**src/common/vdec_cfg_pkg.sv**
```systemverilog
// package for the decoder tracking configuration bank
// assumes byte-wide register port with printed byte offsets as addresses
package vdec_cfg_pkg;

  // register offsets
  localparam logic [7:0] ADDR_BURST_TH    = 8'h08;
  localparam logic [7:0] ADDR_COMB        = 8'h09;
  localparam logic [7:0] ADDR_PALSW       = 8'h0C;
  localparam logic [7:0] ADDR_STD_STS     = 8'h10;
  localparam logic [7:0] ADDR_LOCK_STS    = 8'h11;
  localparam logic [7:0] ADDR_LOCK_LMT    = 8'h12;
  localparam logic [7:0] ADDR_CFG_A       = 8'h13;
  localparam logic [7:0] ADDR_CFG_B       = 8'h14;
  localparam logic [7:0] ADDR_OFS_CTL     = 8'h15;
  localparam logic [7:0] ADDR_CTI         = 8'h17;
  localparam logic [7:0] ADDR_LVL_CTL     = 8'h18;
  localparam logic [7:0] ADDR_GAIN        = 8'h20;
  localparam logic [7:0] ADDR_BOTTOM_LO   = 8'h21;
  localparam logic [7:0] ADDR_PEDESTAL_LO = 8'h22;
  localparam logic [7:0] ADDR_OFS_B0      = 8'h23;
  localparam logic [7:0] ADDR_OFS_B1      = 8'h24;
  localparam logic [7:0] ADDR_OFS_TOP     = 8'h25;
  localparam logic [7:0] ADDR_LVL_HI      = 8'h26;
  localparam logic [7:0] ADDR_PANEL       = 8'h29;
  // extra control register for bits that live outside this bank
  localparam logic [7:0] ADDR_AUX         = 8'h3C;

  // reset values
  localparam logic [7:0] RST_BURST_TH = 8'h20;
  localparam logic [7:0] RST_COMB     = 8'h00;
  localparam logic [7:0] RST_PALSW    = 8'h00;
  localparam logic [7:0] RST_LOCK_LMT = 8'h3F;
  localparam logic [7:0] RST_CFG_A    = 8'h69;
  localparam logic [7:0] RST_CFG_B    = 8'h05;
  localparam logic [7:0] RST_OFS_CTL  = 8'h0C;
  localparam logic [7:0] RST_CTI      = 8'h0A;
  localparam logic [7:0] RST_LVL_CTL  = 8'h00;
  localparam logic [7:0] RST_PANEL    = 8'h00;
  localparam logic [7:0] RST_AUX      = 8'h08;
  localparam logic [7:0] RST_SYNC_TH  = 8'h30;

  // field positions
  localparam int B_VCOMB_DIS   = 0;
  localparam int B_NOTCH_SEL   = 1;
  localparam int B_LUMA_FORCE  = 4;
  localparam int B_PALSW       = 0;
  localparam int B_SHARP_LO    = 6;
  localparam int B_WIN_LO      = 4;
  localparam int B_GAIN_FREEZE = 5;
  localparam int B_AUTO_DR     = 6;
  localparam int B_FORCE_DR    = 7;
  localparam int B_STOP_OPT    = 0;
  localparam int B_HOLD_OPT    = 1;
  localparam int B_EDGE_SEL    = 2;
  localparam int B_SETTLE_LO   = 5;
  localparam int B_FIXED_OFS   = 0;
  localparam int B_FIXED_SYNC  = 1;
  localparam int B_FRAC_TRACK  = 2;
  localparam int B_PORCH_TRK   = 7;
  localparam int B_THR_AUTO    = 0;
  localparam int B_BOTTOM_TRK  = 1;
  localparam int B_THR_FIXED   = 2;
  localparam int B_CHROMA_AGC  = 3;
  localparam int B_PROG_AUTO   = 4;
  localparam int B_CKILL_OFF   = 6;
  localparam int B_THR_KEEP    = 7;
  localparam int B_NTSC_PANEL  = 0;
  localparam int B_PAL_PANEL   = 1;
  localparam int B_MONO_CHROMA = 7;
  localparam int B_PANEL_EN    = 3;
  localparam int B_QUICK_SW    = 5;
  localparam int B_LL_AUTO     = 0;
  localparam int B_LOCK_FLAG   = 7;
  localparam int B_PROG_FLAG   = 0;

  // constants
  localparam logic [7:0] NEUTRAL_CHROMA = 8'h80;
  localparam logic [4:0] FRAMES_8       = 5'h08;
  localparam logic [4:0] FRAMES_16      = 5'h10;
  localparam logic [5:0] PPM_PER_STEP   = 6'h08;

endpackage : vdec_cfg_pkg

```
**src/vdec_tracking_cfg.sv**
```systemverilog
// configuration and status bank of one composite decoder channel
// assumes pixel path, status and level inputs synchronous to clk
//
// Local design decision: the address-and-strobe port.
`timescale 1ns/1ps

module vdec_tracking_cfg #(
  parameter int OFS_W = 21                 // clock offset width
) (
  input  wire logic              clk,              // decoder clock
  input  wire logic              rst_n,            // sync reset, active low
  input  wire logic [7:0]        addr,             // register address
  input  wire logic [7:0]        wdata,            // write data
  input  wire logic              wr,               // write strobe
  input  wire logic              rd,               // read strobe
  input  wire logic [7:0]        cb_in,            // decoded cb
  input  wire logic [7:0]        cr_in,            // decoded cr
  input  wire logic              frame_end,        // one pulse per decoded frame
  input  wire logic              decode_start,     // pulse at decode start
  input  wire logic              video_present,    // signal detected
  input  wire logic              burst_443,        // 4.43 subcarrier detected
  input  wire logic [7:0]        std_flags,        // detected standard flags
  input  wire logic              progressive_in,   // progressive detected
  input  wire logic [OFS_W-1:0]  ofs_measured,     // measured clock offset, ppm
  input  wire logic [7:0]        auto_sync_th,     // auto updated threshold
  input  wire logic [7:0]        gain_in,          // analog/digital gain
  input  wire logic [9:0]        bottom_level,     // sync tip level
  input  wire logic [9:0]        pedestal_level,   // blank level
  output logic [7:0]             rdata,            // read data
  output logic [7:0]             cb_out,           // output cb
  output logic [7:0]             cr_out,           // output cr
  output logic                   comb_bypass,      // vertical comb off
  output logic                   notch_narrow,     // narrow notch chosen
  output logic                   mono_mode,        // monochrome operation
  output logic                   pal_std_switch,   // standard alternation
  output logic [1:0]             peaking_gain,     // 0 off,1 .5,2 1,3 2
  output logic                   offset_tracking,  // tracking active
  output logic [OFS_W-1:0]       offset_used,      // offset applied
  output logic                   frac_track,       // fractional tracking
  output logic                   hold_decode,      // decode through lost syncs
  output logic                   edge_rising,      // rising sync edge timing
  output logic                   line_lock_check,  // line lock check running
  output logic                   gain_frozen,      // gain locked
  output logic                   double_rate,      // 54 MHz subcarrier stage
  output logic [7:0]             sync_th_used,     // threshold in use
  output logic                   porch_track,      // blank tracked at porch
  output logic                   bottom_line_track,// tip tracked per line
  output logic                   chroma_agc,       // colour agc on
  output logic                   progressive_auto, // progressive autodetect
  output logic                   ckill_auto_off,   // colour-kill autodetect off
  output logic                   panel_out,        // no-signal panel active
  output logic                   panel_ntsc        // panel uses ntsc timing
);

  ////////////////////////////////////////////////////////////////////////////
  // writable registers
  logic [7:0] burst_th_q;   // burst difference threshold
  logic [7:0] comb_q;       // comb and notch control
  logic [7:0] palsw_q;      // pal switch and peaking
  logic [7:0] lock_lmt_q;   // lock window and digital gain limit
  logic [7:0] cfg_a_q;      // double rate, gain freeze
  logic [7:0] cfg_b_q;      // stop, hold, edge, settle
  logic [7:0] ofs_ctl_q;    // fixed offset control
  logic [7:0] cti_q;        // porch tracking and chroma_transient_gain
  logic [7:0] lvl_ctl_q;    // level tracking control
  logic [7:0] panel_q;      // panel standard
  logic [7:0] aux_q;        // mono chroma, panel enable, quick switch, ll auto
  logic [7:0] sync_th_q;    // programmed sync threshold
  logic [7:0] ofs_b0_q;     // programmed offset bytes
  logic [7:0] ofs_b1_q;
  logic [4:0] ofs_top_q;

  // register writes; read-only offsets fall through unchanged
  always_ff @(posedge clk)
  begin
    if (!rst_n)
    begin
      burst_th_q <= vdec_cfg_pkg::RST_BURST_TH;
      comb_q     <= vdec_cfg_pkg::RST_COMB;
      palsw_q    <= vdec_cfg_pkg::RST_PALSW;
      lock_lmt_q <= vdec_cfg_pkg::RST_LOCK_LMT;
      cfg_a_q    <= vdec_cfg_pkg::RST_CFG_A;
      cfg_b_q    <= vdec_cfg_pkg::RST_CFG_B;
      ofs_ctl_q  <= vdec_cfg_pkg::RST_OFS_CTL;
      cti_q      <= vdec_cfg_pkg::RST_CTI;
      lvl_ctl_q  <= vdec_cfg_pkg::RST_LVL_CTL;
      panel_q    <= vdec_cfg_pkg::RST_PANEL;
      aux_q      <= vdec_cfg_pkg::RST_AUX;
    end
    else if (wr)
    begin
      case (addr)
        vdec_cfg_pkg::ADDR_BURST_TH: burst_th_q <= wdata;
        vdec_cfg_pkg::ADDR_COMB:     comb_q     <= wdata;
        vdec_cfg_pkg::ADDR_PALSW:    palsw_q    <= wdata;
        vdec_cfg_pkg::ADDR_LOCK_LMT: lock_lmt_q <= wdata;
        vdec_cfg_pkg::ADDR_CFG_A:    cfg_a_q    <= wdata;
        vdec_cfg_pkg::ADDR_CFG_B:    cfg_b_q    <= wdata;
        vdec_cfg_pkg::ADDR_OFS_CTL:  ofs_ctl_q  <= wdata;
        vdec_cfg_pkg::ADDR_CTI:      cti_q      <= wdata;
        vdec_cfg_pkg::ADDR_LVL_CTL:  lvl_ctl_q  <= wdata;
        vdec_cfg_pkg::ADDR_PANEL:    panel_q    <= wdata;
        vdec_cfg_pkg::ADDR_AUX:      aux_q      <= wdata;
        default: ;
      endcase
    end
  end

  // fixed-offset value and programmed threshold live behind shared offsets;
  // a write there loads the override, a read still shows live status
  always_ff @(posedge clk)
  begin
    if (!rst_n)
    begin
      sync_th_q <= vdec_cfg_pkg::RST_SYNC_TH;
      ofs_b0_q  <= 8'h00;
      ofs_b1_q  <= 8'h00;
      ofs_top_q <= 5'h00;
    end
    else if (wr)
    begin
      case (addr)
        vdec_cfg_pkg::ADDR_OFS_B0:  ofs_b0_q  <= wdata;
        vdec_cfg_pkg::ADDR_OFS_B1:  ofs_b1_q  <= wdata;
        vdec_cfg_pkg::ADDR_OFS_TOP: ofs_top_q <= wdata[4:0];
        vdec_cfg_pkg::ADDR_GAIN:    sync_th_q <= wdata;        // threshold shadow
        default: ;
      endcase
    end
  end

  ////////////////////////////////////////////////////////////////////////////
  // clock offset tracking and lock
  logic [OFS_W-1:0] ofs_q;        // tracked offset
  logic             locked_q;     // offset lock flag
  logic             lock_seen_q;  // first lock reached
  logic [OFS_W-1:0] ofs_abs;
  logic [7:0]       window_ppm;
  logic             in_window;
  logic             track_en;

  always_comb
  begin
    ofs_abs    = ofs_measured[OFS_W-1] ? (~ofs_measured + 1'b1) : ofs_measured;
    window_ppm = 8'(lock_lmt_q[7:4] * vdec_cfg_pkg::PPM_PER_STEP);
    in_window  = (lock_lmt_q[7:4] != 4'h0) && (ofs_abs < OFS_W'(window_ppm));
    if (lock_lmt_q[7:4] == 4'h0)
      track_en = 1'b1;
    else if (cfg_b_q[vdec_cfg_pkg::B_STOP_OPT])
      track_en = !lock_seen_q && !in_window;
    else
      track_en = !in_window;
  end

  // tracked value follows measurement only while tracking
  always_ff @(posedge clk)
  begin
    if (!rst_n)
    begin
      ofs_q       <= '0;
      locked_q    <= 1'b0;
      lock_seen_q <= 1'b0;
    end
    else
    begin
      if (track_en)
        ofs_q <= ofs_measured;
      locked_q <= in_window;
      if (in_window)
        lock_seen_q <= 1'b1;
    end
  end

  ////////////////////////////////////////////////////////////////////////////
  // frame counting for line-lock settle and gain freeze
  logic [4:0] frames_q;    // saturating frame count since decode start
  logic [4:0] settle_need;

  always_comb
  begin
    case (cfg_b_q[vdec_cfg_pkg::B_SETTLE_LO +: 2])
      2'h0:    settle_need = 5'h00;
      2'h1:    settle_need = vdec_cfg_pkg::FRAMES_8;
      default: settle_need = vdec_cfg_pkg::FRAMES_16;
    endcase
  end

  // restart at decode start; stop at 16 so compare stays cheap
  always_ff @(posedge clk)
  begin
    if (!rst_n)
      frames_q <= 5'h00;
    else if (decode_start)
      frames_q <= 5'h00;
    else if (frame_end && frames_q != vdec_cfg_pkg::FRAMES_16)
      frames_q <= frames_q + 5'h01;
  end

  ////////////////////////////////////////////////////////////////////////////
  // registered outputs
  always_ff @(posedge clk)
  begin
    if (!rst_n)
    begin
      cb_out <= 8'h00; cr_out <= 8'h00;
      comb_bypass <= 1'b0; notch_narrow <= 1'b0; mono_mode <= 1'b0;
      pal_std_switch <= 1'b0; peaking_gain <= 2'h0;
      offset_tracking <= 1'b0; offset_used <= '0; frac_track <= 1'b0;
      hold_decode <= 1'b0; edge_rising <= 1'b0; line_lock_check <= 1'b0;
      gain_frozen <= 1'b0; double_rate <= 1'b0; sync_th_used <= 8'h00;
      porch_track <= 1'b0; bottom_line_track <= 1'b0; chroma_agc <= 1'b0;
      progressive_auto <= 1'b0; ckill_auto_off <= 1'b0;
      panel_out <= 1'b0; panel_ntsc <= 1'b0;
    end
    else
    begin
      // neutral chroma overrides decoded colour
      if (aux_q[vdec_cfg_pkg::B_MONO_CHROMA])
      begin
        cb_out <= vdec_cfg_pkg::NEUTRAL_CHROMA;
        cr_out <= vdec_cfg_pkg::NEUTRAL_CHROMA;
      end
      else
      begin
        cb_out <= cb_in;
        cr_out <= cr_in;
      end
      comb_bypass    <= comb_q[vdec_cfg_pkg::B_VCOMB_DIS];
      notch_narrow   <= comb_q[vdec_cfg_pkg::B_NOTCH_SEL];
      mono_mode      <= comb_q[vdec_cfg_pkg::B_LUMA_FORCE];
      pal_std_switch <= palsw_q[vdec_cfg_pkg::B_PALSW];
      peaking_gain   <= palsw_q[vdec_cfg_pkg::B_SHARP_LO +: 2];
      offset_tracking <= track_en && !ofs_ctl_q[vdec_cfg_pkg::B_FIXED_OFS];
      if (ofs_ctl_q[vdec_cfg_pkg::B_FIXED_OFS])
        offset_used <= OFS_W'({ofs_top_q, ofs_b1_q, ofs_b0_q});
      else
        offset_used <= ofs_q;
      frac_track  <= ofs_ctl_q[vdec_cfg_pkg::B_FRAC_TRACK];
      hold_decode <= cfg_b_q[vdec_cfg_pkg::B_HOLD_OPT];
      edge_rising <= cfg_b_q[vdec_cfg_pkg::B_EDGE_SEL];
      line_lock_check <= aux_q[vdec_cfg_pkg::B_LL_AUTO]
                         && (frames_q >= settle_need);
      gain_frozen <= cfg_a_q[vdec_cfg_pkg::B_GAIN_FREEZE]
                     && (frames_q == vdec_cfg_pkg::FRAMES_16);
      double_rate <= cfg_a_q[vdec_cfg_pkg::B_FORCE_DR]
                     || (cfg_a_q[vdec_cfg_pkg::B_AUTO_DR] && burst_443);
      // threshold choice; keep only matters while quick switching
      if (lvl_ctl_q[vdec_cfg_pkg::B_THR_FIXED] || ofs_ctl_q[vdec_cfg_pkg::B_FIXED_SYNC]
          || !lvl_ctl_q[vdec_cfg_pkg::B_THR_AUTO])
        sync_th_used <= sync_th_q;
      else if (aux_q[vdec_cfg_pkg::B_QUICK_SW] && !lvl_ctl_q[vdec_cfg_pkg::B_THR_KEEP])
        sync_th_used <= sync_th_q;
      else
        sync_th_used <= auto_sync_th;
      porch_track       <= cti_q[vdec_cfg_pkg::B_PORCH_TRK];
      bottom_line_track <= lvl_ctl_q[vdec_cfg_pkg::B_BOTTOM_TRK];
      chroma_agc        <= lvl_ctl_q[vdec_cfg_pkg::B_CHROMA_AGC];
      progressive_auto  <= lvl_ctl_q[vdec_cfg_pkg::B_PROG_AUTO];
      ckill_auto_off    <= lvl_ctl_q[vdec_cfg_pkg::B_CKILL_OFF];
      panel_out  <= aux_q[vdec_cfg_pkg::B_PANEL_EN] && !video_present;
      // pal wins when both or neither standard bit is set
      panel_ntsc <= panel_q[vdec_cfg_pkg::B_NTSC_PANEL]
                    && !panel_q[vdec_cfg_pkg::B_PAL_PANEL];
    end
  end

  ////////////////////////////////////////////////////////////////////////////
  // read data, valid the cycle after the read strobe
  logic [7:0]       rmux;
  logic [23:0]      ofs_ext;

  always_comb
  begin
    ofs_ext = 24'(ofs_q);
    case (addr)
      vdec_cfg_pkg::ADDR_BURST_TH:    rmux = burst_th_q;
      vdec_cfg_pkg::ADDR_COMB:        rmux = comb_q;
      vdec_cfg_pkg::ADDR_PALSW:       rmux = palsw_q;
      vdec_cfg_pkg::ADDR_STD_STS:     rmux = std_flags;
      vdec_cfg_pkg::ADDR_LOCK_STS:    rmux = {locked_q, 6'h00, progressive_in};
      vdec_cfg_pkg::ADDR_LOCK_LMT:    rmux = lock_lmt_q;
      vdec_cfg_pkg::ADDR_CFG_A:       rmux = cfg_a_q;
      vdec_cfg_pkg::ADDR_CFG_B:       rmux = cfg_b_q;
      vdec_cfg_pkg::ADDR_OFS_CTL:     rmux = ofs_ctl_q;
      vdec_cfg_pkg::ADDR_CTI:         rmux = cti_q;
      vdec_cfg_pkg::ADDR_LVL_CTL:     rmux = lvl_ctl_q;
      vdec_cfg_pkg::ADDR_GAIN:        rmux = gain_in;
      vdec_cfg_pkg::ADDR_BOTTOM_LO:   rmux = bottom_level[7:0];
      vdec_cfg_pkg::ADDR_PEDESTAL_LO: rmux = pedestal_level[7:0];
      vdec_cfg_pkg::ADDR_OFS_B0:      rmux = ofs_ext[7:0];
      vdec_cfg_pkg::ADDR_OFS_B1:      rmux = ofs_ext[15:8];
      vdec_cfg_pkg::ADDR_OFS_TOP:     rmux = {3'h0, ofs_ext[20:16]};
      vdec_cfg_pkg::ADDR_LVL_HI:      rmux = {pedestal_level[9:8], 4'h0,
                                              bottom_level[9:8]};
      vdec_cfg_pkg::ADDR_PANEL:       rmux = panel_q;
      vdec_cfg_pkg::ADDR_AUX:         rmux = aux_q;
      default:                        rmux = 8'h00;
    endcase
  end

  // unmapped address or idle cycle reads zero
  always_ff @(posedge clk)
  begin
    if (!rst_n)
      rdata <= 8'h00;
    else if (rd)
      rdata <= rmux;
    else
      rdata <= 8'h00;
  end

endmodule : vdec_tracking_cfg

```
**config.mk**
```make
export PLATFORM = sky130hd
export DESIGN_NAME = vdec_tracking_cfg
export DESIGN_NICKNAME = d
export VERILOG_FILES = /design/src/common/vdec_cfg_pkg.sv /design/src/vdec_tracking_cfg.sv
export SDC_FILE = /design/constraint.sdc
export NUM_CORES = 1
export LEC_CHECK = 0
export ABC_CLOCK_PERIOD_IN_PS = 7300
export BUFFER_PORTS_ARGS = -buffer_cell sky130_fd_sc_hd__buf_2
export CAP_MARGIN = 10
export CELL_PAD_IN_SITES_DETAIL_PLACEMENT = 0
export CELL_PAD_IN_SITES_GLOBAL_PLACEMENT = 1
export CORE_UTILIZATION = 45
export DETAILED_ROUTE_END_ITERATION = 8
export GPL_TIMING_DRIVEN = 0
export MAX_ROUTING_LAYER = met4
export PLACE_DENSITY_LB_ADDON = 0.3
export SYNTH_ARGS = -nofsm -noshare
export SYNTH_HDL_FRONTEND = slang
export SYNTH_SLANG_ARGS = --single-unit
```
**constraint.sdc**
```tcl
create_clock -name clk -period 7.3 [get_ports clk]
set_clock_uncertainty 0.15 [all_clocks]
set_input_delay 0.365 -clock clk [delete_from_list [all_inputs] [get_ports clk]]
set_output_delay 0.365 -clock clk [all_outputs]
set_load 0.1 [all_outputs]
```
Yosys cells after proc, flatten, opt, wreduce, memory -nomap -nowiden. Index checks and enable logic that the tools add are counted.

Magnitude comparators: 2. Eq/ne operators: 23. $add $sub $neg: 2. Reductions and logical operators: 41. Multiplexer cells: 10. Bitwise operators: 2.

Operators with widths (count): one-hot mux 8 bit (20 select lines) (1); == test 8 x 6 -> 1 bit, second input constant (9); == test 8 x 5 -> 1 bit, second input constant (8); two-way mux 21 bit (2); two-way mux 8 bit (4); AND reduction 2 bit (16); == test 8 x 4 -> 1 bit, second input constant (3); adder 21 x 1 -> 21 bit, second input constant (1); less-than comparator 21 x 7 -> 1 bit (1); inverter 21 bit (1); logical AND 1 bit (10); one-hot mux 5 bit (2 select lines) (1); zero test 1 bit (7); adder 5 x 1 -> 5 bit, second input constant (1); == test 5 bit, second input constant (1); greater-or-equal comparator 5 bit (1); inequality test 5 bit, second input constant (1); zero test 4 bit (1); nonzero test 4 bit (1); OR reduction 2 bit (2); logical OR 1 bit (3); == test 2 x 1 -> 1 bit, second input constant (1); zero test 2 bit (1); two-way mux 1 bit (2); inverter 1 bit (1).

Bits of input ports: 106. Register bits after elaboration: 218. Logic and storage cells: 125. Output and inout bits: 73.

Longest topological paths before layout. Gate-level depths: netlist of run 1.

Depth after elaboration: 10. Depth in mapped cells: 14. Depth with buffers taken out: 12.

Least setup slack after synthesis of run 1. No wires, ideal clock.

Path type: input to register. Start: in ofs_measured[1]. End: reg ofs_q[10]. Buffers on the path: 1. Library setup time: 0.072 ns. Setup slack: 3.671 ns. Stages: 13. Data arrival time: 3.407 ns. Required time: 7.078 ns. Cells stage by stage: or4_1 > or3_1 > nand2_1 > xnor2_1 > ha_1 > a211oi_1 > o21ai_0 > a211oi_1 > o2111ai_1 > or4_4 > a21oi_4 > buf_12 > mux2i_1.

Word-level cells in the longest chain between the ends: 9.

RTL lines: start, declared (line vdec_tracking_cfg.sv:24) `input wire logic [OFS_W-1:0] ofs_measured,`; inverter 21 bit (line vdec_tracking_cfg.sv:144) `ofs_abs = ofs_measured[OFS_W-1] ? (~ofs_measured + 1'b1) : ofs_measured;`; adder 21 x 1 -> 21 bit (line vdec_tracking_cfg.sv:144); two-way mux 21 bit (*) (line vdec_tracking_cfg.sv:144); less-than comparator 21 x 7 -> 1 bit (*) (line vdec_tracking_cfg.sv:146) `in_window = (lock_lmt_q[7:4] != 4'h0) && (ofs_abs < OFS_W'(window_ppm));`; logical AND 1 bit (*) (line vdec_tracking_cfg.sv:146); zero test 1 bit (*) (line vdec_tracking_cfg.sv:150, vdec_tracking_cfg.sv:152); logical AND 1 bit (line vdec_tracking_cfg.sv:150) `track_en = !lock_seen_q && !in_window;`; two-way mux 1 bit (*) (line vdec_tracking_cfg.sv:149) `else if (cfg_b_q[vdec_cfg_pkg::B_STOP_OPT])`; two-way mux 1 bit (*) (line vdec_tracking_cfg.sv:147) `if (lock_lmt_q[7:4] == 4'h0)`; end signal, assigned (line vdec_tracking_cfg.sv:167) `ofs_q <= ofs_measured;`; end, declared (line vdec_tracking_cfg.sv:134) `logic [OFS_W-1:0] ofs_q;`.

Every way passes the cells marked *; elsewhere a longest branch is shown, timed or not. A chain may end at the register's enable or synchronous reset.

Final worst setup path of run 1.
Start: in ofs_measured[1]. End: reg ofs_q[7].

Same word-level chain as after synthesis.

==> insert_results.sql, run 1 <==
INSERT INTO impl_metrics (metric_group, metric, value, unit) VALUES
('run_status', 'outcome', 'complete, no violations', ''),
('synth', 'post_synthesis_adder_cell_area_fraction', '0.9273', '%'),
('clock_tree', 'numCtsBuffers', '24', ''),
('synth', 'syn_area', '9445', 'µm²'),
('floorplan', 'fp.dieH', '146.9', 'µm'),
('clock_tree', 'cts.path.max_buffers', '3', ''),
('place', 'placement.io_buffers', '174', ''),
('worst_setup_path', 'criticalPathCategory', 'input port to register', ''),
('place', 'place_congestion', '0.9484', ''),
('final_layout', 'largestRegisters', 'offset_used: 21 flops, ofs_q: 21 flops', ''),
('floorplan', 'fp.coreArea', '20430', 'µm²'),
('detailed_routing', 'remaining_drc_errors', '0', ''),
('clock_tree', 'clock_tree_from_tritoncts', 'yes', ''),
('synth', 'main_combinational_cell_family_by_area_after_synthesis', 'simple AND/OR/NAND/NOR gates', ''),
('final_layout', 'final_core_utilization', '57.53', '%'),
('synth', 'yosys.cell_types.count', '61', ''),
('floorplan', 'io_pins', '179', ''),
('synth', 'ys_seq_area_share', '46.20', '%'),
('detailed_routing', 'initialDrtViolationCount', '1015', ''),
('worst_setup_path', 'critical_path_arrival', '4.64', 'ns'),
('global_route', 'number_of_global_route_vias_before_repair', '8441', ''),
('sta', 'highest_attainable_clock_frequency', '229.6', 'MHz'),
('floorplan', 'row_count', '52', ''),
('clock_tree', 'clk_root_buffer_cell', 'clkbuf_16', ''),
('synth', 'postSynthNetCount', '1197', ''),
('pwr', 'share_comb_of_total_power', '10.3', '%'),
('sta', 'finalCritPeriodShare', '59.67', '%'),
('place', 'pre_cts_slack', '2.899', 'ns'),
('final_layout', 'syn_to_final_growth', '24.43', '%'),
('sta', 'final-max-slew-violation-count', '0', ''),
('synth', 'number_of_flops_mapped_to_enable_cells_by_yosys', '0', ''),
('detailed_routing', 'wl_per_cell', '20.82', 'µm'),
('global_route', 'globalRoute.totalOverflow', '0', ''),
('clock_tree', 'clkTransAtPathRegs', '0.06', 'ns'),
('pwr', 'worst_ir_drop_on_vdd', '0.1483', 'mV'),
('clock_tree', 'insertion_delay', '0.51', 'ns'),
('final_layout', 'drive_gt1_share', '17.08', '%'),
('final_layout', 'finish.cell_count_without_fillers', '1599', ''),
('pwr', 'clockPowerShare', '44.9', '%'),
('sta', 'grt_setup_unrepaired', 'no', ''),
('synth', 'synth-compound-area-share', '17.22', '%'),
('detailed_routing', 'route.vias.total', '9159', ''),
('clock_tree', 'cts_post_setup_buffers_inserted', '0', ''),
('detailed_routing', 'drt.antenna.violating_nets', '0', ''),
('final_layout', 'insertedDiodeCount', '0', ''),
('sta', 'final.setup.tns', '0', 'ns'),
('worst_hold_path', 'min-delay-path-class', 'input port to register', ''),
('sta', 'hold_viol', '0', ''),
('worst_setup_path', 'critPathLaunchType', 'input port', ''),
('worst_setup_path', 'setup.worst_path.end_class', 'register', ''),
('detailed_routing', 'drt-total-wl', '33300', 'µm'),
('sta', 'layout_setup_ws', '2.944', 'ns'),
('synth', 'syn-instance-count', '1084', ''),
('global_route', 'grt_start_max_net_pins', '14', ''),
('detailed_routing', 'via_per_inst', '5.728', ''),
('global_route', 'grt_antenna_before_repair', '0', ''),
('synth', 'post_synth_and_or_nand_nor_area_fraction', '25.37', '%'),
('pwr', 'power_report.internal_total', '2030', 'µW'),
('pwr', 'power.switching_fraction', '25.61', '%'),
('synth', 'synthFlopType', 'dfxtp_1', ''),
('pwr', 'p_leak', '0.004461', 'µW'),
('pwr', 'power.sequential.fraction', '44.8', '%'),
('place', 'post-place-cells', '1528', ''),
('clock_tree', 'ctsHtreeMaxLevel', '1', ''),
('pwr', 'p_sw', '699.0', 'µW'),
('clock_tree', 'cts_num_sinks', '218', ''),
('global_route', 'global_route_wire_length_before_repair', '49880', 'µm'),
('synth', 'async_flop_share', '0', '%'),
('synth', 'post_synth_xor_area_fraction', '0.7418', '%'),
('floorplan', 'die_w', '146.9', 'µm'),
('synth', 'mux_cell_area_share_after_synthesis', '5.842', '%');
final cells by class:
| type | count | area (µm²) | share of cell area, % |
|---|---|---|---|
| multi-input cells | 782 | 4737 | 40.31 |
| flip-flops and latches | 218 | 4364 | 37.13 |
| well taps | 270 | 337.8 | 2.874 |
| repair buffers | 203 | 1161 | 9.880 |
| clock buffers | 34 | 709.4 | 6.036 |
| plain buffers | 72 | 304.0 | 2.587 |
| clock inverters | 8 | 93.84 | 0.7985 |
| inverters | 12 | 45.04 | 0.3833 |
per-layer routing:
layer,part of all wire [%],wire length (µm),track usage [%]
met1,43,14260,41.64
met2,44,14650,46.85
met3,9.3,3083,5.963
met4,3.9,1308,12.34
met5,0,0,-
synthesized netlist by cell type, types with 7 or more instances:
| cell type | instances | area share [%] |
|---|---|---|
| a21boi_0 | 97 | 7.7 |
| a21oi_1 | 8 | 0.42 |
| a221oi_1 | 11 | 1.0 |
| a222oi_1 | 12 | 1.3 |
| a22o_1 | 12 | 1.1 |
| a22oi_1 | 25 | 2.0 |
| a31oi_1 | 11 | 0.73 |
| and2_1 | 32 | 2.1 |
| clkbuf_1 | 68 | 2.7 |
| dfxtp_1 | 218 | 46 |
| ha_1 | 7 | 0.93 |
| inv_1 | 11 | 0.44 |
| mux2i_1 | 54 | 5.7 |
| nand2_1 | 213 | 8.5 |
| nand3_1 | 132 | 7.0 |
| nand4_1 | 7 | 0.46 |
| nor2_1 | 31 | 1.2 |
| nor2b_1 | 33 | 2.2 |
| nor3_1 | 13 | 0.69 |
| o21ai_0 | 10 | 0.53 |
cells in the final DEF (no fill, tap or decap), types with 25 or more instances in the layout:
cell type and n:
mux2i_1 54, dfxtp_1 218, nor2b_1 33, buf_2 174, and2_1 32, dlygate4sd3_1 29, nand3_1 132, clkbuf_16 25
a21boi_0 97, a22oi_1 25, nor2_1 31, clkbuf_1 72, nand2_1 213
power by group through the flow:
stage               clock network (µW)  registers [µW]  logic (µW)
floorplan                            0            1330        82.5
global placement                     0            1250         265
detailed placement                   0            1250         266
CTS                               1230            1220         278
global route                      1290            1220         296
finish                            1220            1220         282
metrics by stage:
step	total power, µW	hold slack, ns	area, µm²
floorplan	1409	0.2730	9445
global placement	1512	0.2971	10650
detailed placement	1514	0.3028	10660
CTS	2734	0.004102	11740
global route	2805	0.01266	11750
finish	2729	0.009166	11750
repair_timing:
action,CTS,global route
hold buffers,28,1
endpoints found under the hold margin,28,1
resized for setup,0,0
worst max-delay path, stage by stage:
cell           delay [ns]
dlygate4sd3_1        0.53
buf_2                0.15
or4_1                0.55
or3_1                0.34
nand2_1              0.10
xnor2_1              0.16
ha_1                 0.30
a211oi_1             0.27
o21ai_0              0.13
a211oi_1             0.29
o2111ai_1            0.21
or4_4                0.57
a21oi_4              0.29
buf_12               0.19
mux2i_1              0.19
worst paths after layout:
path	from	endpoint	slack (ns)	cells past startpoint
max	ofs_measured[1]	ofs_q[7]$_SDFFE_PN0P_	2.94	15
min	auto_sync_th[0]	sync_th_used[0]$_SDFF_PN0_	0.009	3
max reg2reg	lock_lmt_q[6]$_SDFFE_PN0P_	ofs_q[7]$_SDFFE_PN0P_	3.95	11
min reg2reg	burst_th_q[6]$_SDFFE_PN0P_	burst_th_q[6]$_SDFFE_PN0P_	0.31	2
kinds of logic after synthesis:
kind of cell    count (synthesis)
flops                         218
fa+ha+maj                       7
simple gates                  499
xor+xnor                        8
buf+inv                        84
compound gates                213
mux                            55
No activity file was read; power rests on OpenSTA's default activity.
==> inputs of run 2 (changes only) <==
--- a/config.mk
+++ b/config.mk
@@ -5,12 +5,12 @@
 export SDC_FILE = /design/constraint.sdc
 export NUM_CORES = 1
 export LEC_CHECK = 0
-export ABC_CLOCK_PERIOD_IN_PS = 7300
+export ABC_CLOCK_PERIOD_IN_PS = 3800
 export BUFFER_PORTS_ARGS = -buffer_cell sky130_fd_sc_hd__buf_2
 export CAP_MARGIN = 10
 export CELL_PAD_IN_SITES_DETAIL_PLACEMENT = 0
 export CELL_PAD_IN_SITES_GLOBAL_PLACEMENT = 1
-export CORE_UTILIZATION = 45
+export CORE_UTILIZATION = 37
 export DETAILED_ROUTE_END_ITERATION = 8
 export GPL_TIMING_DRIVEN = 0
 export MAX_ROUTING_LAYER = met4
==> constraint.sdc (replaced) <==
create_clock -name clk -period 3.8 [get_ports clk]
set_clock_uncertainty 0.15 [all_clocks]
set_input_delay 0.19 -clock clk [delete_from_list [all_inputs] [get_ports clk]]
set_output_delay 0.19 -clock clk [all_outputs]
set_load 0.1 [all_outputs]
==> run 2 against run 1 <==
  * Via count is 0.72% higher
  * Utilization is 9.2 points lower
  * Sequential power is 93% higher
  * Die area is 21% higher
  * Critical path depth is 1 lower
  * Clock power is 93% higher
  * Critical endpoint is now ofs_q[11]$_SDFFE_PN0P_
==> insert_results.sql, run 2 (synthesis results as in run 1) <==
INSERT INTO impl_metrics (metric_group, metric, value, unit) VALUES
('pwr', 'clockPowerShare', '44.6', '%'),
('final_layout', 'finish.cell_count_without_fillers', '1693', ''),
('worst_setup_path', 'setup.worst_path.end_class', 'register', ''),
('place', 'place_congestion', '0.9485', ''),
('floorplan', 'start_util', '37.62', '%'),
('sta', 'hold_viol', '0', ''),
('sta', 'layout_setup_ws', '0.2565', 'ns'),
('global_route', 'number_of_global_route_vias_before_repair', '8749', ''),
('detailed_routing', 'drt.antenna.violating_nets', '0', ''),
('detailed_routing', 'initialDrtViolationCount', '922', ''),
('worst_hold_path', 'min-delay-path-class', 'input port to register', ''),
('place', 'detailedPlacementHpwl', '25160', 'µm'),
('worst_setup_path', 'rr_worst_depth', '11', ''),
('floorplan', 'fp.coreArea', '25110', 'µm²'),
('worst_setup_path', 'worst_r2r_startpoint', 'lock_lmt_q[6]$_SDFFE_PN0P_', ''),
('detailed_routing', 'wl_per_cell', '20.74', 'µm'),
('clock_tree', 'cts_num_sinks', '218', ''),
('pwr', 'worst_ir_drop_on_vdd', '0.2840', 'mV'),
('place', 'post-place-cells', '1588', ''),
('worst_setup_path', 'worst_path_depth', '14', ''),
('global_route', 'grt_start_max_net_pins', '13', ''),
('floorplan', 'row_count', '58', ''),
('run_status', 'outcome', 'complete, no violations', ''),
('clock_tree', 'ctsHtreeMaxLevel', '1', ''),
('worst_setup_path', 'cp_common_cell', 'a211oi_1', ''),
('sta', 'final.hold.worst_slack', '0.01468', 'ns'),
('sta', 'grt_setup_unrepaired', 'no', ''),
('worst_setup_path', 'critPathLaunchType', 'input port', ''),
('sta', 'final-max-slew-violation-count', '0', ''),
('sta', 'timing.max_slew.rel_slack', '22.51', '%'),
('worst_setup_path', 'critical_path_arrival', '3.84', 'ns'),
('pwr', 'cellPowerDensity', '434.1', 'nW/µm²'),
('sta', 'finalCritPeriodShare', '93.25', '%'),
('sta', 'final.min_clock_period', '3.544', 'ns'),
('pwr', 'power.switching_fraction', '26.19', '%'),
('global_route', 'globalRoute.totalOverflow', '0', ''),
('sta', 'worst-slew-pin-transition', '1.157', 'ns'),
('worst_setup_path', 'cp.required', '4.10', 'ns'),
('worst_setup_path', 'cp_num_buf_inv', '3', ''),
('clock_tree', 'insertion_delay', '0.53', 'ns'),
('floorplan', 'die_w', '161.8', 'µm'),
('sta', 'timing.final.setup_violations', '0', ''),
('run', 'max-cap-violations', '0', ''),
('pwr', 'power.sequential.fraction', '44.6', '%'),
('worst_setup_path', 'crit-reg2reg-capture', 'ofs_q[11]$_SDFFE_PN0P_', ''),
('clock_tree', 'clock_tree_from_tritoncts', 'yes', ''),
('final_layout', 'insertedDiodeCount', '0', ''),
('floorplan', 'die-area', '26170', 'µm²'),
('detailed_routing', 'dr_pass1_iterations', '7', ''),
('clock_tree', 'clk_root_buffer_cell', 'clkbuf_16', ''),
('worst_setup_path', 'worst_path_dominant_cell_family', 'compound AO/OA/AOI/OAI gates', ''),
('worst_setup_path', 'worstPathCellList', 'dlygate4sd3_1 > buf_2 > or3_1 > nand2_1 > xnor2_1 > ha_1 > a211oi_1 > o21ai_0 > a211oi_1 > o2111ai_1 > or4_4 > a21oi_4 > buf_12 > mux2i_1', ''),
('worst_setup_path', 'worst-path-max-fanout', '10', ''),
('final_layout', 'syn_to_final_growth', '28.59', '%'),
('pwr', 'p_leak', '0.004594', 'µW'),
('floorplan', 'io_pins', '179', ''),
('final_layout', 'final_common_cell', 'dfxtp_1', ''),
('worst_setup_path', 'critPathMaxStageDelay', '0.57', 'ns'),
('worst_setup_path', 'r2r_setup_slack', '0.55', 'ns'),
('worst_hold_path', 'holdPathStages', '4', ''),
('global_route', 'global_route_wire_length_before_repair', '52610', 'µm'),
('pwr', 'power_report.internal_total', '3892', 'µW'),
('clock_tree', 'cts.path.max_buffers', '3', ''),
('final_layout', 'filler_cells', '2547', ''),
('clock_tree', 'clkTransAtPathRegs', '0.06', 'ns'),
('worst_setup_path', 'critical_path.slowest_cell', 'or4_4', ''),
('detailed_routing', 'via_per_inst', '5.449', ''),
('pwr', 'p_sw', '1381', 'µW'),
('sta', 'highest_attainable_clock_frequency', '282.2', 'MHz'),
('pwr', 'power.total', '5273', 'µW'),
('final_layout', 'drive_gt1_share', '16.65', '%'),
('global_route', 'grt_antenna_before_repair', '0', ''),
('detailed_routing', 'route.vias.total', '9225', ''),
('worst_setup_path', 'worstSetupStartpoint', 'ofs_measured[4]', ''),
('final_layout', 'largestRegisters', 'offset_used: 21 flops, ofs_q: 21 flops', ''),
('final_layout', 'fin_nets', '1460', ''),
('detailed_routing', 'drt-total-wl', '35110', 'µm'),
('worst_setup_path', 'critical_path.endpoint', 'ofs_q[11]$_SDFFE_PN0P_', ''),
('pwr', 'share_comb_of_total_power', '10.8', '%'),
('global_route', 'track_usage', '27.33', '%'),
('place', 'pre_cts_slack', '-0.3085', 'ns'),
('final_layout', 'layout.cells.most_common_list', 'dfxtp_1, nand2_1, buf_2', ''),
('detailed_routing', 'remaining_drc_errors', '0', ''),
('clock_tree', 'numCtsBuffers', '25', ''),
('place', 'placement.io_buffers', '174', ''),
('floorplan', 'fp.dieH', '161.8', 'µm'),
('worst_setup_path', 'criticalPathCategory', 'input port to register', '');
-- run 2: power groups by stage --
stage | clock (µW) | sequential (µW) | combinational, µW
global placement | 0 | 2400 | 513
global route | 2480 | 2350 | 600
detailed placement | 0 | 2400 | 514
finish | 2350 | 2350 | 570
floorplan | 0 | 2550 | 158
CTS | 2380 | 2350 | 562
-- run 2: how the worst min path moves through the flow --
stage	start	to
global route	pedestal_level[1]	rdata[1]$_SDFF_PN0_
global placement	cr_in[7]	cr_out[7]$_SDFF_PN0_
CTS	pedestal_level[1]	rdata[1]$_SDFF_PN0_
floorplan	cb_in[7]	cb_out[7]$_SDFF_PN0_
finish	pedestal_level[1]	rdata[1]$_SDFF_PN0_
detailed placement	cr_in[7]	cr_out[7]$_SDFF_PN0_
-- run 2: metal layers --
| metal | vias up | track usage (%) | routed length [µm] |
|---|---|---|---|
| li1 | 4363 | - | - |
| met1 | 4339 | 35.96 | 15130 |
| met5 | - | - | 0 |
| met2 | 434 | 41.79 | 15520 |
| met4 | 0 | 10.85 | 1381 |
| met3 | 89 | 4.367 | 3079 |
-- run 2: repair_timing --
| action | in CTS | in global routing |
|---|---|---|
| hold buffers | 62 | 0 |
| setup buffers | 0 | 0 |
| gates resized for setup | 0 | 3 |
| endpoints found under the hold margin | 91 | 0 |
| setup endpoints to repair | 0 | 21 |
-- run 2: area by class of cell --
type	count	area [µm²]	area share, %
clock buffer	35	693.2	5.707
tap	330	412.9	3.400
multi-input combinational	782	4740	39.02
timing repair buffer	236	1491	12.28
sequential	218	4364	35.93
inverter	12	45.04	0.3709
clock inverter	8	93.84	0.7726
buffer	72	305.3	2.514
-- run 2: worst reg2reg max path: stages, from the launching register on --
cell       delay (ns)
dfxtp_1          0.40
inv_1            0.07
ha_1             0.30
a21o_1           0.18
a211oi_1         0.31
o21ai_0          0.14
a211oi_1         0.19
o2111ai_1        0.20
or4_4            0.57
a21oi_4          0.29
buf_12           0.19
mux2i_1          0.19
-- run 2: per-stage QoR --
step                TNS (ns)  util [%]  instance area (µm²)
global route               0     48.37                12150
finish                     0     48.37                12150
CTS                        0     48.36                12140
floorplan                  0         -                 9445
global placement      -6.609     42.73                10730
detailed placement    -6.191     42.75                10730
==> inputs of run 3 (changes only) <==
--- a/config.mk
+++ b/config.mk
@@ -5,16 +5,16 @@
 export SDC_FILE = /design/constraint.sdc
 export NUM_CORES = 1
 export LEC_CHECK = 0
-export ABC_CLOCK_PERIOD_IN_PS = 3800
+export ABC_CLOCK_PERIOD_IN_PS = 3600
 export BUFFER_PORTS_ARGS = -buffer_cell sky130_fd_sc_hd__buf_2
 export CAP_MARGIN = 10
 export CELL_PAD_IN_SITES_DETAIL_PLACEMENT = 0
 export CELL_PAD_IN_SITES_GLOBAL_PLACEMENT = 1
-export CORE_UTILIZATION = 37
+export CORE_UTILIZATION = 41
 export DETAILED_ROUTE_END_ITERATION = 8
 export GPL_TIMING_DRIVEN = 0
 export MAX_ROUTING_LAYER = met4
-export PLACE_DENSITY_LB_ADDON = 0.3
+export PLACE_DENSITY_LB_ADDON = 0.15
 export SYNTH_ARGS = -nofsm -noshare
 export SYNTH_HDL_FRONTEND = slang
 export SYNTH_SLANG_ARGS = --single-unit
==> constraint.sdc (replaced) <==
create_clock -name clk -period 3.6 [get_ports clk]
set_clock_uncertainty 0.15 [all_clocks]
set_input_delay 0.18 -clock clk [delete_from_list [all_inputs] [get_ports clk]]
set_output_delay 0.18 -clock clk [all_outputs]
set_load 0.1 [all_outputs]
==> run 3 against run 2 <==
  * Register-to-register slack got worse by 0.17 ns
  * Final cell count fell by 2.6%
  * Largest cell class unchanged
  * Worst setup slack got worse by 0.091 ns
  * Clock-buffer cell count fell by 7
==> insert_results.sql, run 3 (synthesis results as in run 1) <==
INSERT INTO impl_metrics (metric_group, metric, value, unit) VALUES
('run_status', 'outcome', 'complete, no violations', ''),
('detailed_routing', 'drt-total-wl', '34940', 'µm'),
('global_route', 'number_of_global_route_vias_before_repair', '8778', ''),
('detailed_routing', 'initialDrtViolationCount', '818', ''),
('floorplan', 'fp.coreArea', '22640', 'µm²'),
('clock_tree', 'ctsHtreeMaxLevel', '1', ''),
('sta', 'final.min_clock_period', '3.434', 'ns'),
('pwr', 'p_leak', '0.004651', 'µW'),
('pwr', 'power.switching_fraction', '25.22', '%'),
('clock_tree', 'cts.path.max_buffers', '3', ''),
('final_layout', 'drive_gt1_share', '17.16', '%'),
('global_route', 'grt_start_max_net_pins', '15', ''),
('pwr', 'power.total', '5911', 'µW'),
('detailed_routing', 'dr_pass1_iterations', '8', ''),
('final_layout', 'largestRegisters', 'offset_used: 21 flops, ofs_q: 21 flops', ''),
('sta', 'grt_setup_unrepaired', 'no', ''),
('floorplan', 'row_count', '55', ''),
('sta', 'final.setup.tns', '0', 'ns'),
('clock_tree', 'clk_root_buffer_cell', 'clkbuf_16', ''),
('sta', 'timing.max_slew.rel_slack', '21.01', '%'),
('pwr', 'p_sw', '1491', 'µW'),
('sta', 'layout_setup_ws', '0.1655', 'ns'),
('pwr', 'share_comb_of_total_power', '10.2', '%'),
('final_layout', 'layout.cells.most_common_list', 'dfxtp_1, nand2_1, buf_2', ''),
('clock_tree', 'numCtsBuffers', '24', ''),
('detailed_routing', 'route.vias.total', '9279', ''),
('floorplan', 'fp.dieH', '153.8', 'µm'),
('worst_setup_path', 'cp.required', '3.89', 'ns'),
('final_layout', 'final_core_utilization', '53.91', '%'),
('sta', 'finalCritPeriodShare', '95.40', '%'),
('sta', 'highest_attainable_clock_frequency', '291.2', 'MHz'),
('detailed_routing', 'drt.antenna.violating_nets', '0', ''),
('global_route', 'track_usage', '29.96', '%'),
('clock_tree', 'cts_num_sinks', '218', ''),
('floorplan', 'io_pins', '179', ''),
('place', 'pre_cts_slack', '-0.6351', 'ns'),
('worst_setup_path', 'worst-path-max-fanout', '10', ''),
('sta', 'worst-slew-pin-transition', '1.174', 'ns'),
('global_route', 'grt_antenna_before_repair', '0', ''),
('place', 'detailedPlacementHpwl', '24920', 'µm'),
('final_layout', 'syn_to_final_growth', '29.22', '%'),
('pwr', 'clockPowerShare', '47.9', '%'),
('worst_setup_path', 'setup.worst_path.end_class', 'register', ''),
('final_layout', 'finish.cell_count_without_fillers', '1649', ''),
('final_layout', 'insertedDiodeCount', '0', ''),
('pwr', 'worst_ir_drop_on_vdd', '0.2511', 'mV'),
('detailed_routing', 'remaining_drc_errors', '0', ''),
('pwr', 'power.sequential.fraction', '42.0', '%'),
('pwr', 'power_report.internal_total', '4420', 'µW'),
('final_layout', 'fin_nets', '1459', ''),
('sta', 'hold_viol', '0', ''),
('floorplan', 'start_util', '41.72', '%'),
('global_route', 'globalRoute.totalOverflow', '0', ''),
('place', 'post-place-cells', '1544', ''),
('clock_tree', 'insertion_delay', '0.52', 'ns'),
('floorplan', 'die-area', '23650', 'µm²'),
('worst_setup_path', 'criticalPathCategory', 'input port to register', ''),
('clock_tree', 'clkTransAtPathRegs', '0.06', 'ns'),
('global_route', 'global_route_wire_length_before_repair', '52240', 'µm'),
('final_layout', 'final_common_cell', 'dfxtp_1', ''),
('place', 'placement.io_buffers', '174', ''),
('sta', 'timing.final.setup_violations', '0', ''),
('worst_hold_path', 'min-delay-path-class', 'input port to register', ''),
('worst_setup_path', 'critPathLaunchType', 'input port', ''),
('place', 'place_congestion', '0.9542', ''),
('detailed_routing', 'wl_per_cell', '21.19', 'µm'),
('detailed_routing', 'via_per_inst', '5.627', ''),
('run', 'max-cap-violations', '0', ''),
('pwr', 'cellPowerDensity', '484.3', 'nW/µm²'),
('worst_setup_path', 'critical_path_arrival', '3.73', 'ns'),
('clock_tree', 'clock_tree_from_tritoncts', 'yes', ''),
('sta', 'final-max-slew-violation-count', '0', ''),
('floorplan', 'die_w', '153.8', 'µm');
[run 3: cell count changes in the layout (fill, tap and decap cells not counted), sizes merged]
cell         previous run  this run
inv                    12        11
clkinvlp                0         2
bufinv                  2         7
buf                   177       179
clkinv                  6         8
dlygate4sd3            62        60
clkbuf                104        97
[run 3: timing repair]
action	4_1_cts	5_1_grt
buffers inserted	0	1
pin swaps	0	1
cloned	0	0
setup endpoints to repair	20	20
gates resized for setup	1	1
hold buffers	60	0
hold endpoints to repair	91	0
[run 3: layout make-up]
cell class | count | area [µm²]
clock buffer | 28 | 646.9
clock inverter | 16 | 264.0
inverter | 12 | 45.04
sequential | 218 | 4364
timing repair buffer | 236 | 1486
fill | 2184 | 10440
tap | 285 | 356.6
buffer | 72 | 305.3
multi-input combinational | 782 | 4737
[run 3: power by group through the flow]
stage	sequential (µW)	combinational, µW	clock [µW]
after CTS	2480	594	2850
after global placement	2530	545	0
after floorplan	2690	167	0
final	2480	603	2830
after global routing	2480	635	2950
after detailed placement	2530	543	0
[run 3: worst max-delay path: stages]
cell and delay (ns):
buf_2 0.12, or4_1 0.55, or3_1 0.35, nand2_1 0.09
xnor2_1 0.13, ha_1 0.27, a211oi_2 0.25, o21ai_0 0.12
a211oi_1 0.21, o2111ai_1 0.21, or4_4 0.58, a21oi_4 0.26
buf_12 0.18, mux2i_1 0.20
[run 3: final timing paths]
kind                                                 start                       end  slack [ns]  depth (start not counted)
worst min-delay path                     pedestal_level[6]       rdata[6]$_SDFF_PN0_        0.04                          3
worst max-delay path                       ofs_measured[1]     ofs_q[0]$_SDFFE_PN0P_        0.17                         14
worst min register to register    ofs_b0_q[2]$_SDFFE_PN0P_  ofs_b0_q[2]$_SDFFE_PN0P_        0.31                          2
worst max register to register  lock_lmt_q[6]$_SDFFE_PN0P_     ofs_q[0]$_SDFFE_PN0P_        0.38                         11
[run 3: per-stage QoR]
stage | area, µm² | hold WS [ns]
floorplan | 9445 | 0.1402
global placement | 10670 | 0.2276
detailed placement | 10680 | 0.2302
CTS | 12190 | 0.004914
global route | 12210 | 0.04763
finish | 12210 | 0.04008
[run 3: routing by layer]
| layer | vias to the layer above | GRT usage (%) | share of wire [%] |
|---|---|---|---|
| met2 | 457 | 46.02 | 44 |
| met1 | 4380 | 39.67 | 44 |
| met5 | - | - | 0 |
| li1 | 4364 | - | - |
| met3 | 78 | 5.383 | 8.8 |
| met4 | 0 | 9.952 | 3.3 |
